--- src/inc/clock_divider_pkg.sv ---
/*
 * Constants for the output-pair clock divider block: register indices,
 * bit positions, reset values and bus widths.
 * Assumes an APB bus with 32-bit data and one register per aligned word.
 */
package clock_divider_pkg;

   // ==========================================================================
   // Bus
   // ==========================================================================
   localparam int ADDR_W = 12;
   localparam int DATA_W = 32;
   localparam int REG_W  = 8;
   localparam int IDX_W  = 10;

   // ==========================================================================
   // Register indices; byte address is four times the index
   // ==========================================================================
   localparam logic [IDX_W-1:0] IDX_B_COUNTS  = 10'h193;
   localparam logic [IDX_W-1:0] IDX_B_CONTROL = 10'h194;
   localparam logic [IDX_W-1:0] IDX_B_ROUTE   = 10'h195;
   localparam logic [IDX_W-1:0] IDX_C_COUNTS  = 10'h196;
   localparam logic [IDX_W-1:0] IDX_C_CONTROL = 10'h197;
   localparam logic [IDX_W-1:0] IDX_C_ROUTE   = 10'h198;
   localparam logic [IDX_W-1:0] IDX_CLK_INPUT = 10'h1E1;
   localparam logic [IDX_W-1:0] IDX_STATUS    = 10'h1F0;

   // ==========================================================================
   // Field positions
   // ==========================================================================
   localparam int LOW_MSB     = 7;
   localparam int LOW_LSB     = 4;
   localparam int HIGH_MSB    = 3;
   localparam int HIGH_LSB    = 0;
   localparam int BIT_BYPASS  = 7;
   localparam int BIT_NOSYNC  = 6;
   localparam int BIT_FORCE   = 5;
   localparam int BIT_START   = 4;
   localparam int PHASE_MSB   = 3;
   localparam int PHASE_LSB   = 0;
   localparam int BIT_DIRECT  = 1;
   localparam int BIT_DCC_OFF = 0;
   localparam int BIT_SEL_OSC = 1;
   localparam int BIT_NO_PRE  = 0;

   // ==========================================================================
   // Reset values and codes
   // ==========================================================================
   localparam logic [REG_W-1:0] RST_COUNTS  = 8'h00;
   localparam logic [REG_W-1:0] RST_CONTROL = 8'h00;
   localparam logic [REG_W-1:0] RST_ROUTE   = 8'h00;
   localparam logic [REG_W-1:0] RST_CLK_IN  = 8'h00;
   localparam logic [1:0]       ROUTE_MASK  = 2'h3;
   localparam logic [1:0]       SEL_EXT     = 2'h0;
   localparam logic [1:0]       SEL_EXT_NOP = 2'h1;
   localparam logic [1:0]       SEL_OSC     = 2'h2;

   typedef enum logic [1:0] {st_hold, st_offset, st_run} chan_state_t;

endpackage

--- src/rtl/output_pair_clock_divider.sv ---
/*
 * Two programmable channel dividers (channels b and c) driving two output
 * pairs, with sync hold, phase offset, start level, forced level, bypass,
 * duty-cycle correction and direct routing, configured over APB.
 * Assumes osc_level, ext_level and sync_n are synchronous to pclk; the
 * divider counts both edges of its selected input level.
 */
//
// How it works
// - Low phase lasts low-count plus one input cycles with duty correction off; counts reset zero.
// - High phase lasts high-count plus one input cycles with duty correction off.
// - Bypass passes the divider input straight to the divider output.
// - Force-level bit picks the static level; zero is low.
// - Start-level bit picks the level the clock starts at after sync.
// - Each channel has a 4-bit phase offset resetting to zero.
// - Direct-route clear drives pair b from its divider.
// - Direct-route set with select 10 drives the pair from the oscillator.
// - Direct-route set with select 00 drives the pair from the external clock.
// - Direct-route set with select 01 has no effect.
// - Second channel routes its own pair the same way.
// - Second channel has identical force, start, offset, duty controls.
// - Clock-input bit 1 selects oscillator, zero the external clock.
// - Clock-input bit 0 bypasses the prescaler only when the external clock is selected.
// - Sync low holds obeying channels static; release synchronises them.
`timescale 1ns/1ps

module output_pair_clock_divider (
   input  wire logic                                pclk,
   input  wire logic                                presetn,
   input  wire logic                                psel,
   input  wire logic                                penable,
   input  wire logic                                pwrite,
   input  wire logic [clock_divider_pkg::ADDR_W-1:0] paddr,
   input  wire logic [clock_divider_pkg::DATA_W-1:0] pwdata,
   input  wire logic [3:0]                          pstrb,
   output logic      [clock_divider_pkg::DATA_W-1:0] prdata,
   output logic                                     pready,
   output logic                                     pslverr,
   input  wire logic                                osc_level,
   input  wire logic                                ext_level,
   input  wire logic                                sync_n,
   output logic                                     pair_b_pin_p,
   output logic                                     pair_b_pin_n,
   output logic                                     pair_c_pin_p,
   output logic                                     pair_c_pin_n
);

   // =========================================================================
   // Declarations
   // =========================================================================
   logic [clock_divider_pkg::REG_W-1:0] counts  [2];
   logic [clock_divider_pkg::REG_W-1:0] control [2];
   logic [clock_divider_pkg::REG_W-1:0] route   [2];
   logic [clock_divider_pkg::REG_W-1:0] clk_input;
   clock_divider_pkg::chan_state_t      state   [2];
   logic [5:0]                          cnt     [2];
   logic                                level   [2];
   logic                                chan_out[2];
   logic                                pair_lvl[2];
   logic                                hold    [2];
   logic [clock_divider_pkg::IDX_W-1:0] idx;
   logic                                mapped;
   logic                                wr_en;
   logic [clock_divider_pkg::REG_W-1:0] rd_val;
   logic                                pre_q;
   logic                                pre_div;
   logic                                src_q;
   logic                                div_in;
   logic                                div_in_q;
   logic                                in_edge;
   logic                                sync_active;

   // =========================================================================
   // Functions
   // =========================================================================
   function automatic logic is_mapped(input logic [clock_divider_pkg::IDX_W-1:0] i);
      is_mapped = (i == clock_divider_pkg::IDX_B_COUNTS)  ||
                  (i == clock_divider_pkg::IDX_B_CONTROL) ||
                  (i == clock_divider_pkg::IDX_B_ROUTE)   ||
                  (i == clock_divider_pkg::IDX_C_COUNTS)  ||
                  (i == clock_divider_pkg::IDX_C_CONTROL) ||
                  (i == clock_divider_pkg::IDX_C_ROUTE)   ||
                  (i == clock_divider_pkg::IDX_CLK_INPUT) ||
                  (i == clock_divider_pkg::IDX_STATUS);
   endfunction

   // Length of one phase in input half-cycles.
   function automatic logic [5:0] phase_len(input logic [7:0] cfg,
                                            input logic       dcc_off,
                                            input logic       high);
      logic [5:0] lo;
      logic [5:0] hi;
      lo = {2'h0, cfg[clock_divider_pkg::LOW_MSB:clock_divider_pkg::LOW_LSB]} + 6'h01;
      hi = {2'h0, cfg[clock_divider_pkg::HIGH_MSB:clock_divider_pkg::HIGH_LSB]} + 6'h01;
      if (!dcc_off) begin
         phase_len = lo + hi;
      end else if (high) begin
         phase_len = {hi[4:0], 1'b0};
      end else begin
         phase_len = {lo[4:0], 1'b0};
      end
   endfunction

   // Channel index 0 is register pair b and index 1 is register pair c.
   function automatic logic [1:0] route_sel(input logic [7:0] rt,
                                            input logic [7:0] ci);
      route_sel = rt[clock_divider_pkg::BIT_DIRECT] ? (ci[1:0] & clock_divider_pkg::ROUTE_MASK)
                                                    : clock_divider_pkg::SEL_EXT_NOP;
   endfunction

   // =========================================================================
   // APB slave
   // =========================================================================
   assign idx     = paddr[clock_divider_pkg::ADDR_W-1:2];
   assign mapped  = is_mapped(idx) && (paddr[1:0] == 2'h0);
   assign pready  = 1'b1;
   assign pslverr = psel && penable && !mapped;
   assign wr_en   = psel && penable && pwrite && mapped && pstrb[0];

   always_comb begin
      rd_val = 8'h00;
      case (idx)
         clock_divider_pkg::IDX_B_COUNTS:  rd_val = counts[0];
         clock_divider_pkg::IDX_B_CONTROL: rd_val = control[0];
         clock_divider_pkg::IDX_B_ROUTE:   rd_val = {6'h00, route[0][1:0]};
         clock_divider_pkg::IDX_C_COUNTS:  rd_val = counts[1];
         clock_divider_pkg::IDX_C_CONTROL: rd_val = control[1];
         clock_divider_pkg::IDX_C_ROUTE:   rd_val = {6'h00, route[1][1:0]};
         clock_divider_pkg::IDX_CLK_INPUT: rd_val = {6'h00, clk_input[1:0]};
         clock_divider_pkg::IDX_STATUS:
            rd_val = {1'b0, sync_active, pair_lvl[1], pair_lvl[0],
                      (state[1] == clock_divider_pkg::st_hold),
                      (state[0] == clock_divider_pkg::st_hold),
                      (state[1] == clock_divider_pkg::st_run),
                      (state[0] == clock_divider_pkg::st_run)};
         default: rd_val = 8'h00;
      endcase
   end

   // Read data is captured in the setup cycle and shown in the access cycle.
   always_ff @(posedge pclk or negedge presetn) begin
      if (!presetn) begin
         prdata <= 32'h00000000;
      end else if (psel && !penable && !pwrite) begin
         prdata <= mapped ? {24'h000000, rd_val} : 32'h00000000;
      end
   end

   // =========================================================================
   // Configuration registers
   // =========================================================================
   always_ff @(posedge pclk or negedge presetn) begin
      if (!presetn) begin
         for (int c = 0; c < 2; c++) begin
            counts[c]  <= clock_divider_pkg::RST_COUNTS;
            control[c] <= clock_divider_pkg::RST_CONTROL;
            route[c]   <= clock_divider_pkg::RST_ROUTE;
         end
         clk_input <= clock_divider_pkg::RST_CLK_IN;
      end else if (wr_en) begin
         case (idx)
            clock_divider_pkg::IDX_B_COUNTS:  counts[0]  <= pwdata[7:0];
            clock_divider_pkg::IDX_B_CONTROL: control[0] <= pwdata[7:0];
            clock_divider_pkg::IDX_B_ROUTE:   route[0]   <= {6'h00, pwdata[1:0]};
            clock_divider_pkg::IDX_C_COUNTS:  counts[1]  <= pwdata[7:0];
            clock_divider_pkg::IDX_C_CONTROL: control[1] <= pwdata[7:0];
            clock_divider_pkg::IDX_C_ROUTE:   route[1]   <= {6'h00, pwdata[1:0]};
            clock_divider_pkg::IDX_CLK_INPUT: clk_input  <= {6'h00, pwdata[1:0]};
            default: ;
         endcase
      end
   end

   // =========================================================================
   // Divider input clock
   // =========================================================================
   // source select
   always_ff @(posedge pclk or negedge presetn) begin
      if (!presetn) begin
         src_q   <= 1'b0;
         pre_div <= 1'b0;
      end else begin
         src_q <= clk_input[clock_divider_pkg::BIT_SEL_OSC] ? osc_level : ext_level;
         if (clk_input[clock_divider_pkg::BIT_SEL_OSC] ? osc_level : ext_level) begin
            if (!src_q) begin
               pre_div <= !pre_div;
            end
         end
      end
   end

   assign pre_q  = pre_div;
   assign div_in = (clk_input[clock_divider_pkg::BIT_NO_PRE] &&
                    !clk_input[clock_divider_pkg::BIT_SEL_OSC]) ? src_q : pre_q;

   always_ff @(posedge pclk or negedge presetn) begin
      if (!presetn) begin
         div_in_q <= 1'b0;
      end else begin
         div_in_q <= div_in;
      end
   end

   assign in_edge     = div_in ^ div_in_q;
   assign sync_active = !sync_n;

   // =========================================================================
   // Channel dividers
   // =========================================================================
   always_comb begin
      for (int c = 0; c < 2; c++) begin
         hold[c] = sync_active && !control[c][clock_divider_pkg::BIT_NOSYNC];
      end
   end

   always_ff @(posedge pclk or negedge presetn) begin
      if (!presetn) begin
         for (int c = 0; c < 2; c++) begin
            state[c] <= clock_divider_pkg::st_offset;
            cnt[c]   <= 6'h00;
            level[c] <= 1'b0;
         end
      end else begin
         for (int c = 0; c < 2; c++) begin
            case (state[c])
               clock_divider_pkg::st_hold: begin
                  cnt[c]   <= 6'h00;
                  level[c] <= control[c][clock_divider_pkg::BIT_FORCE];
                  if (!hold[c]) begin
                     state[c] <= clock_divider_pkg::st_offset;
                     level[c] <= control[c][clock_divider_pkg::BIT_START];
                  end
               end
               clock_divider_pkg::st_offset: begin
                  level[c] <= control[c][clock_divider_pkg::BIT_START];
                  if (hold[c]) begin
                     state[c] <= clock_divider_pkg::st_hold;
                  end else if ({1'b0, control[c][3:0], 1'b0} == 6'h00 ||
                               (in_edge && (cnt[c] + 6'h01 >= {1'b0, control[c][3:0], 1'b0}))) begin
                     state[c] <= clock_divider_pkg::st_run;
                     cnt[c]   <= 6'h00;
                  end else if (in_edge) begin
                     cnt[c] <= cnt[c] + 6'h01;
                  end
               end
               clock_divider_pkg::st_run: begin
                  if (hold[c]) begin
                     state[c] <= clock_divider_pkg::st_hold;
                  end else if (in_edge) begin
                     if (cnt[c] + 6'h01 >= phase_len(counts[c],
                           route[c][clock_divider_pkg::BIT_DCC_OFF], level[c])) begin
                        level[c] <= !level[c];
                        cnt[c]   <= 6'h00;
                     end else begin
                        cnt[c] <= cnt[c] + 6'h01;
                     end
                  end
               end
               default: state[c] <= clock_divider_pkg::st_hold;
            endcase
         end
      end
   end

   always_comb begin
      for (int c = 0; c < 2; c++) begin
         if (control[c][clock_divider_pkg::BIT_BYPASS]) begin
            chan_out[c] = div_in;
         end else if (control[c][clock_divider_pkg::BIT_NOSYNC] &&
                      control[c][clock_divider_pkg::BIT_FORCE]) begin
            chan_out[c] = 1'b1;
         end else begin
            chan_out[c] = level[c];
         end
         case (route_sel(route[c], clk_input))
            clock_divider_pkg::SEL_OSC: pair_lvl[c] = osc_level;
            clock_divider_pkg::SEL_EXT: pair_lvl[c] = ext_level;
            default:                    pair_lvl[c] = chan_out[c];
         endcase
      end
   end

   // =========================================================================
   // Output pins
   // =========================================================================
   always_ff @(posedge pclk or negedge presetn) begin
      if (!presetn) begin
         pair_b_pin_p <= 1'b0;
         pair_b_pin_n <= 1'b1;
         pair_c_pin_p <= 1'b0;
         pair_c_pin_n <= 1'b1;
      end else begin
         pair_b_pin_p <= pair_lvl[0];
         pair_b_pin_n <= !pair_lvl[0];
         pair_c_pin_p <= pair_lvl[1];
         pair_c_pin_n <= !pair_lvl[1];
      end
   end

endmodule

--- config.mk ---
export PLATFORM = sky130hd
export DESIGN_NAME = output_pair_clock_divider
export DESIGN_NICKNAME = d
export VERILOG_FILES = /design/src/inc/clock_divider_pkg.sv /design/src/rtl/output_pair_clock_divider.sv
export SDC_FILE = /design/constraint.sdc
export NUM_CORES = 1
export LEC_CHECK = 0
export ABC_AREA = 1
export BUFFER_PORTS_ARGS = -buffer_cell sky130_fd_sc_hd__buf_2
export CAP_MARGIN = 20
export CORE_MARGIN = 4
export CORE_UTILIZATION = 30
export CTS_CLUSTER_DIAMETER = 80
export DETAILED_ROUTE_END_ITERATION = 12
export PLACE_DENSITY_LB_ADDON = 0.12
export SLEW_MARGIN = 40
export SYNTH_ARGS = -nofsm -noshare
export SYNTH_HDL_FRONTEND = slang
export SYNTH_SLANG_ARGS = --single-unit
--- constraint.sdc ---
create_clock -name pclk -period 3 [get_ports pclk]
set_input_delay 0.6 -clock pclk [delete_from_list [all_inputs] [get_ports pclk]]
set_output_delay 0.6 -clock pclk [all_outputs]
set_load 0.01 [all_outputs]
==> flow_summary_export.csv <==
group,metric,value,unit
yosys,synth.distinct_cells,37,
yosys,ys_warn_count,0,
yosys,synthArstFlopShare,100,%
detailed_routing,drtPass1Iterations,5,
floorplanning,ios,94,
yosys,netlist_instances,753,
layout,nets,913,
global_route,grt_pass1_vias,4902,
layout,seqCellArea,1780,um2
detailed_routing,vias_per_cell,4.79,
yosys,ys_seq_area_share,32.7,%
sta,hold_viol,0,
place,hpwl,12.4,mm
sta,slew_headroom,52.4,%
layout,syn_to_final_growth,17.8,%
layout,final_layout_size_suffix_gt1_share,16.2,%
yosys,synthFlopType,"dfrtp_1",
sta,slew_viol_final,0,
yosys,synth.cell_area,5450,um2
power_and_ir_drop,power.density,481,nW/um2
sta,fin_skew,0.00976,ns
critical_path,crit-reg2reg-launch,"counts[4]$_DFFE_PN0P_",
yosys,synth_top_area_share,30.7,%
detailed_routing,met3_length,675,um
yosys,syn_avg_cell_area,7.24,um2
clock_network,clk_latency,0.35,ns
detailed_routing,antenna_left,0,
clock_network,numClockSinks,71,
yosys,yosysTopAreaCell,"dfrtp_1",
critical_path,endpoint_kind,"flop",
global_route,track_usage,16.2,%
floorplanning,die_w,143,um
critical_path,critPathSlowestCell,"dfrtp_1",
sta,tightest_slew,0.714,ns
layout,postLayoutCellArea,6430,um2
critical_path,worstSetupStartpointType,"flop",
floorplanning,die_y,143,um
critical_path,cp.arrival,3.03,ns
sta,setup_viol,0,
global_route,antenna_found_initial,0,
critical_path,crit_fanout,6,
power_and_ir_drop,ir_drop,365,uV
layout,multiInputGateArea,3350,um2
place,place_congestion,0.875,
detailed_routing,drt_iter0_drc,219,
critical_path,slowest_delay,0.42,ns
job,max_cap_violations,0,
layout,fin_util,35.9,%
place,dp_cells,1027,
clock_network,htreeDepth,3,
sta,period_minus_slack,2.80,ns
global_route,grt_max_degree,72,
clock_network,clk_pin_slew,0.06,ns
layout,final_cells,1045,
outcome,status,"finished, final reports clean",
yosys,synth_area_leaders,"dfrtp_1, nand2_1, ha_1",
critical_path,timing_worst_setup_path_type,"reg2reg",
yosys,ys_ff_latch,71,
clock_network,numCtsBuffers,9,
detailed_routing,top_layer,"met4",
critical_path,worstPathCellList,"ha_4, inv_1, fa_1, inv_1, nand2_1, nand2_1, a21oi_1, xor2_1, o22ai_1, inv_1, ha_4, nand2_2, o21a_1, nand4_1, nand2_2, nand3_1, nand2_1",
layout,fillCellCount,1964,
global_route,grt_pass1_wl,25.8,mm
yosys,synthTopCellsByCount,"nand2_1, inv_1, dfrtp_1, nor2_1, nand3_1",
detailed_routing,vias,5007,
place,dpl_cell_area,5890,um2
floorplanning,initial_core_util,30.5,%
clock_network,hold_buffers,0,
detailed_routing,routed-wl-met2,8.09,mm
critical_path,crit_path_start,"counts[4]$_DFFE_PN0P_",
yosys,synth_edf_count,0,
power_and_ir_drop,p_leak,0.00331,uW
floorplanning,core_area,17900,um2
critical_path,required,3.23,ns
global_route,overflow,0,
detailed_routing,drt_drc_violations_left,0,
floorplanning,rows,49,
sta,fin_crit_sh,93.4,%
min_path,hold_class,"in2async",
detailed_routing,detail_route.wl_per_cell,15.2,um
clock_network,cts_tree,"yes",
layout,diodes,0,
floorplanning,die-area,20400,um2
detailed_routing,routed_wl,15.9,mm
sta,fmax,357,MHz
clock_network,root_buffer,"clkbuf_16",
clock_network,clock_path_buffers,2,
detailed_routing,wl_met1,6.72,mm
place,port_buffers,41,
yosys,synth.most_common_cell,"nand2_1",
==> kinds of logic (layout without fill, tap and decap cells) <==
family / after synthesis / count (layout) / synth area share, %
AO/OA/AOI/OAI: 105 / 105 / 10.6
XOR/XNOR: 22 / 22 / 3.53
adder cells (fa/ha/maj): 46 / 46 / 10.8
buffers and inverters: 139 / 179 / 11.8
flip-flops: 71 / 71 / 32.7
multiplexers: 1 / 1 / 0.184
other: 2 / 25 / 0.138
AND/OR/NAND/NOR: 367 / 367 / 30.2
==> flip-flops by register name, summed over array words and instances (netlist names), 2 cells and up <==
signal / count
level: 2
prdata: 8
clk_input: 2
counts: 16
control: 16
route: 4
state: 4
cnt: 12
==> where the power goes <==
group	internal, uW	total (uW)	leakage, uW	switching (uW)
clock network	628	1040	0.000140	415
registers	1060	1150	0.000966	92.0
logic	270	893	0.00221	623
==> stage by stage <==
| stage | setup WS, ns | TNS, ns | hold WS, ns | total power, uW |
|---|---|---|---|---|
| after floorplan | 0.349 | 0 | 0.304 | 1790 |
| after global placement | 0.0664 | 0 | 0.462 | 2040 |
| after detailed placement | 0.0166 | 0 | 0.464 | 2070 |
| after CTS | 0.00106 | 0 | 0.308 | 3130 |
| after global routing | -0.00846 | -0.00999 | 0.327 | 3330 |
| final | 0.198 | 0 | 0.284 | 3090 |
==> timing repair <==
| item | 4_1_cts | 5_1_grt |
|---|---|---|
| setup buffers | 0 | 2 |
| endpoints found under the setup margin | 0 | 14 |
| gates resized for setup | 0 | 34 |
==> cell type report <==
cell class	instances	area share, %
multi-input cells	566	52.1
flip-flops and latches	71	27.7
inverters	107	6.25
repair buffers	56	5.10
well taps	229	4.46
clock buffers	15	4.32
clock inverters	1	0.0779
==> placed cells by master (no fill, tap or decap), drive strengths merged <==
master     n
a21oi     17
a31oi      4
a32oi      1
buf       56
clkbuf    15
clkinv     1
conb      25
dfrtp     67
dfstp      4
fa         2
ha        44
inv      107
mux2i      1
nand2    229
nand3     47
nand3b     3
nand4     15
nor2      62
nor3      10
nor4       1
o2111ai    1
o211ai     4
o21a       2
o21ai     70
o22ai      6
xnor2      5
xor2      17
==> path summary, 6_finish.rpt <==
| kind | end | slack, ns | cells past startpoint |
|---|---|---|---|
| worst max-delay path | cnt[5]$_DFFE_PN0P_ | 0.20 | 17 |
| worst min-delay path | cnt[11]$_DFFE_PN0P_ | 0.28 | 1 |
| worst max register to register | cnt[5]$_DFFE_PN0P_ | 0.20 | 17 |
| worst min register to register | prdata[1]$_DFFE_PN0P_ | 0.48 | 2 |
| max in group asynchronous | prdata[6]$_DFFE_PN0P_ | 2.22 | 1 |
| min in group pclk | prdata[1]$_DFFE_PN0P_ | 0.48 | 2 |
==> critical path, delay by kind of cell, from the launching register on <==
| kind | cells | cell delay (ns) |
|---|---|---|
| fa+ha+maj | 3 | 0.96 |
| simple gates | 7 | 0.58 |
| flops | 1 | 0.42 |
| compound gates | 3 | 0.37 |
| buf+inv | 3 | 0.22 |
| xor+xnor | 1 | 0.15 |
==> per-layer routing <==
| layer | up-vias | track usage [%] |
|---|---|---|
| li1 | 2497 | - |
| met1 | 2379 | 20.0 |
| met2 | 102 | 27.5 |
| met3 | 29 | 3.85 |
| met4 | 0 | 5.65 |
| met5 | - | 0 |
(Power assumes the default switching activity.)
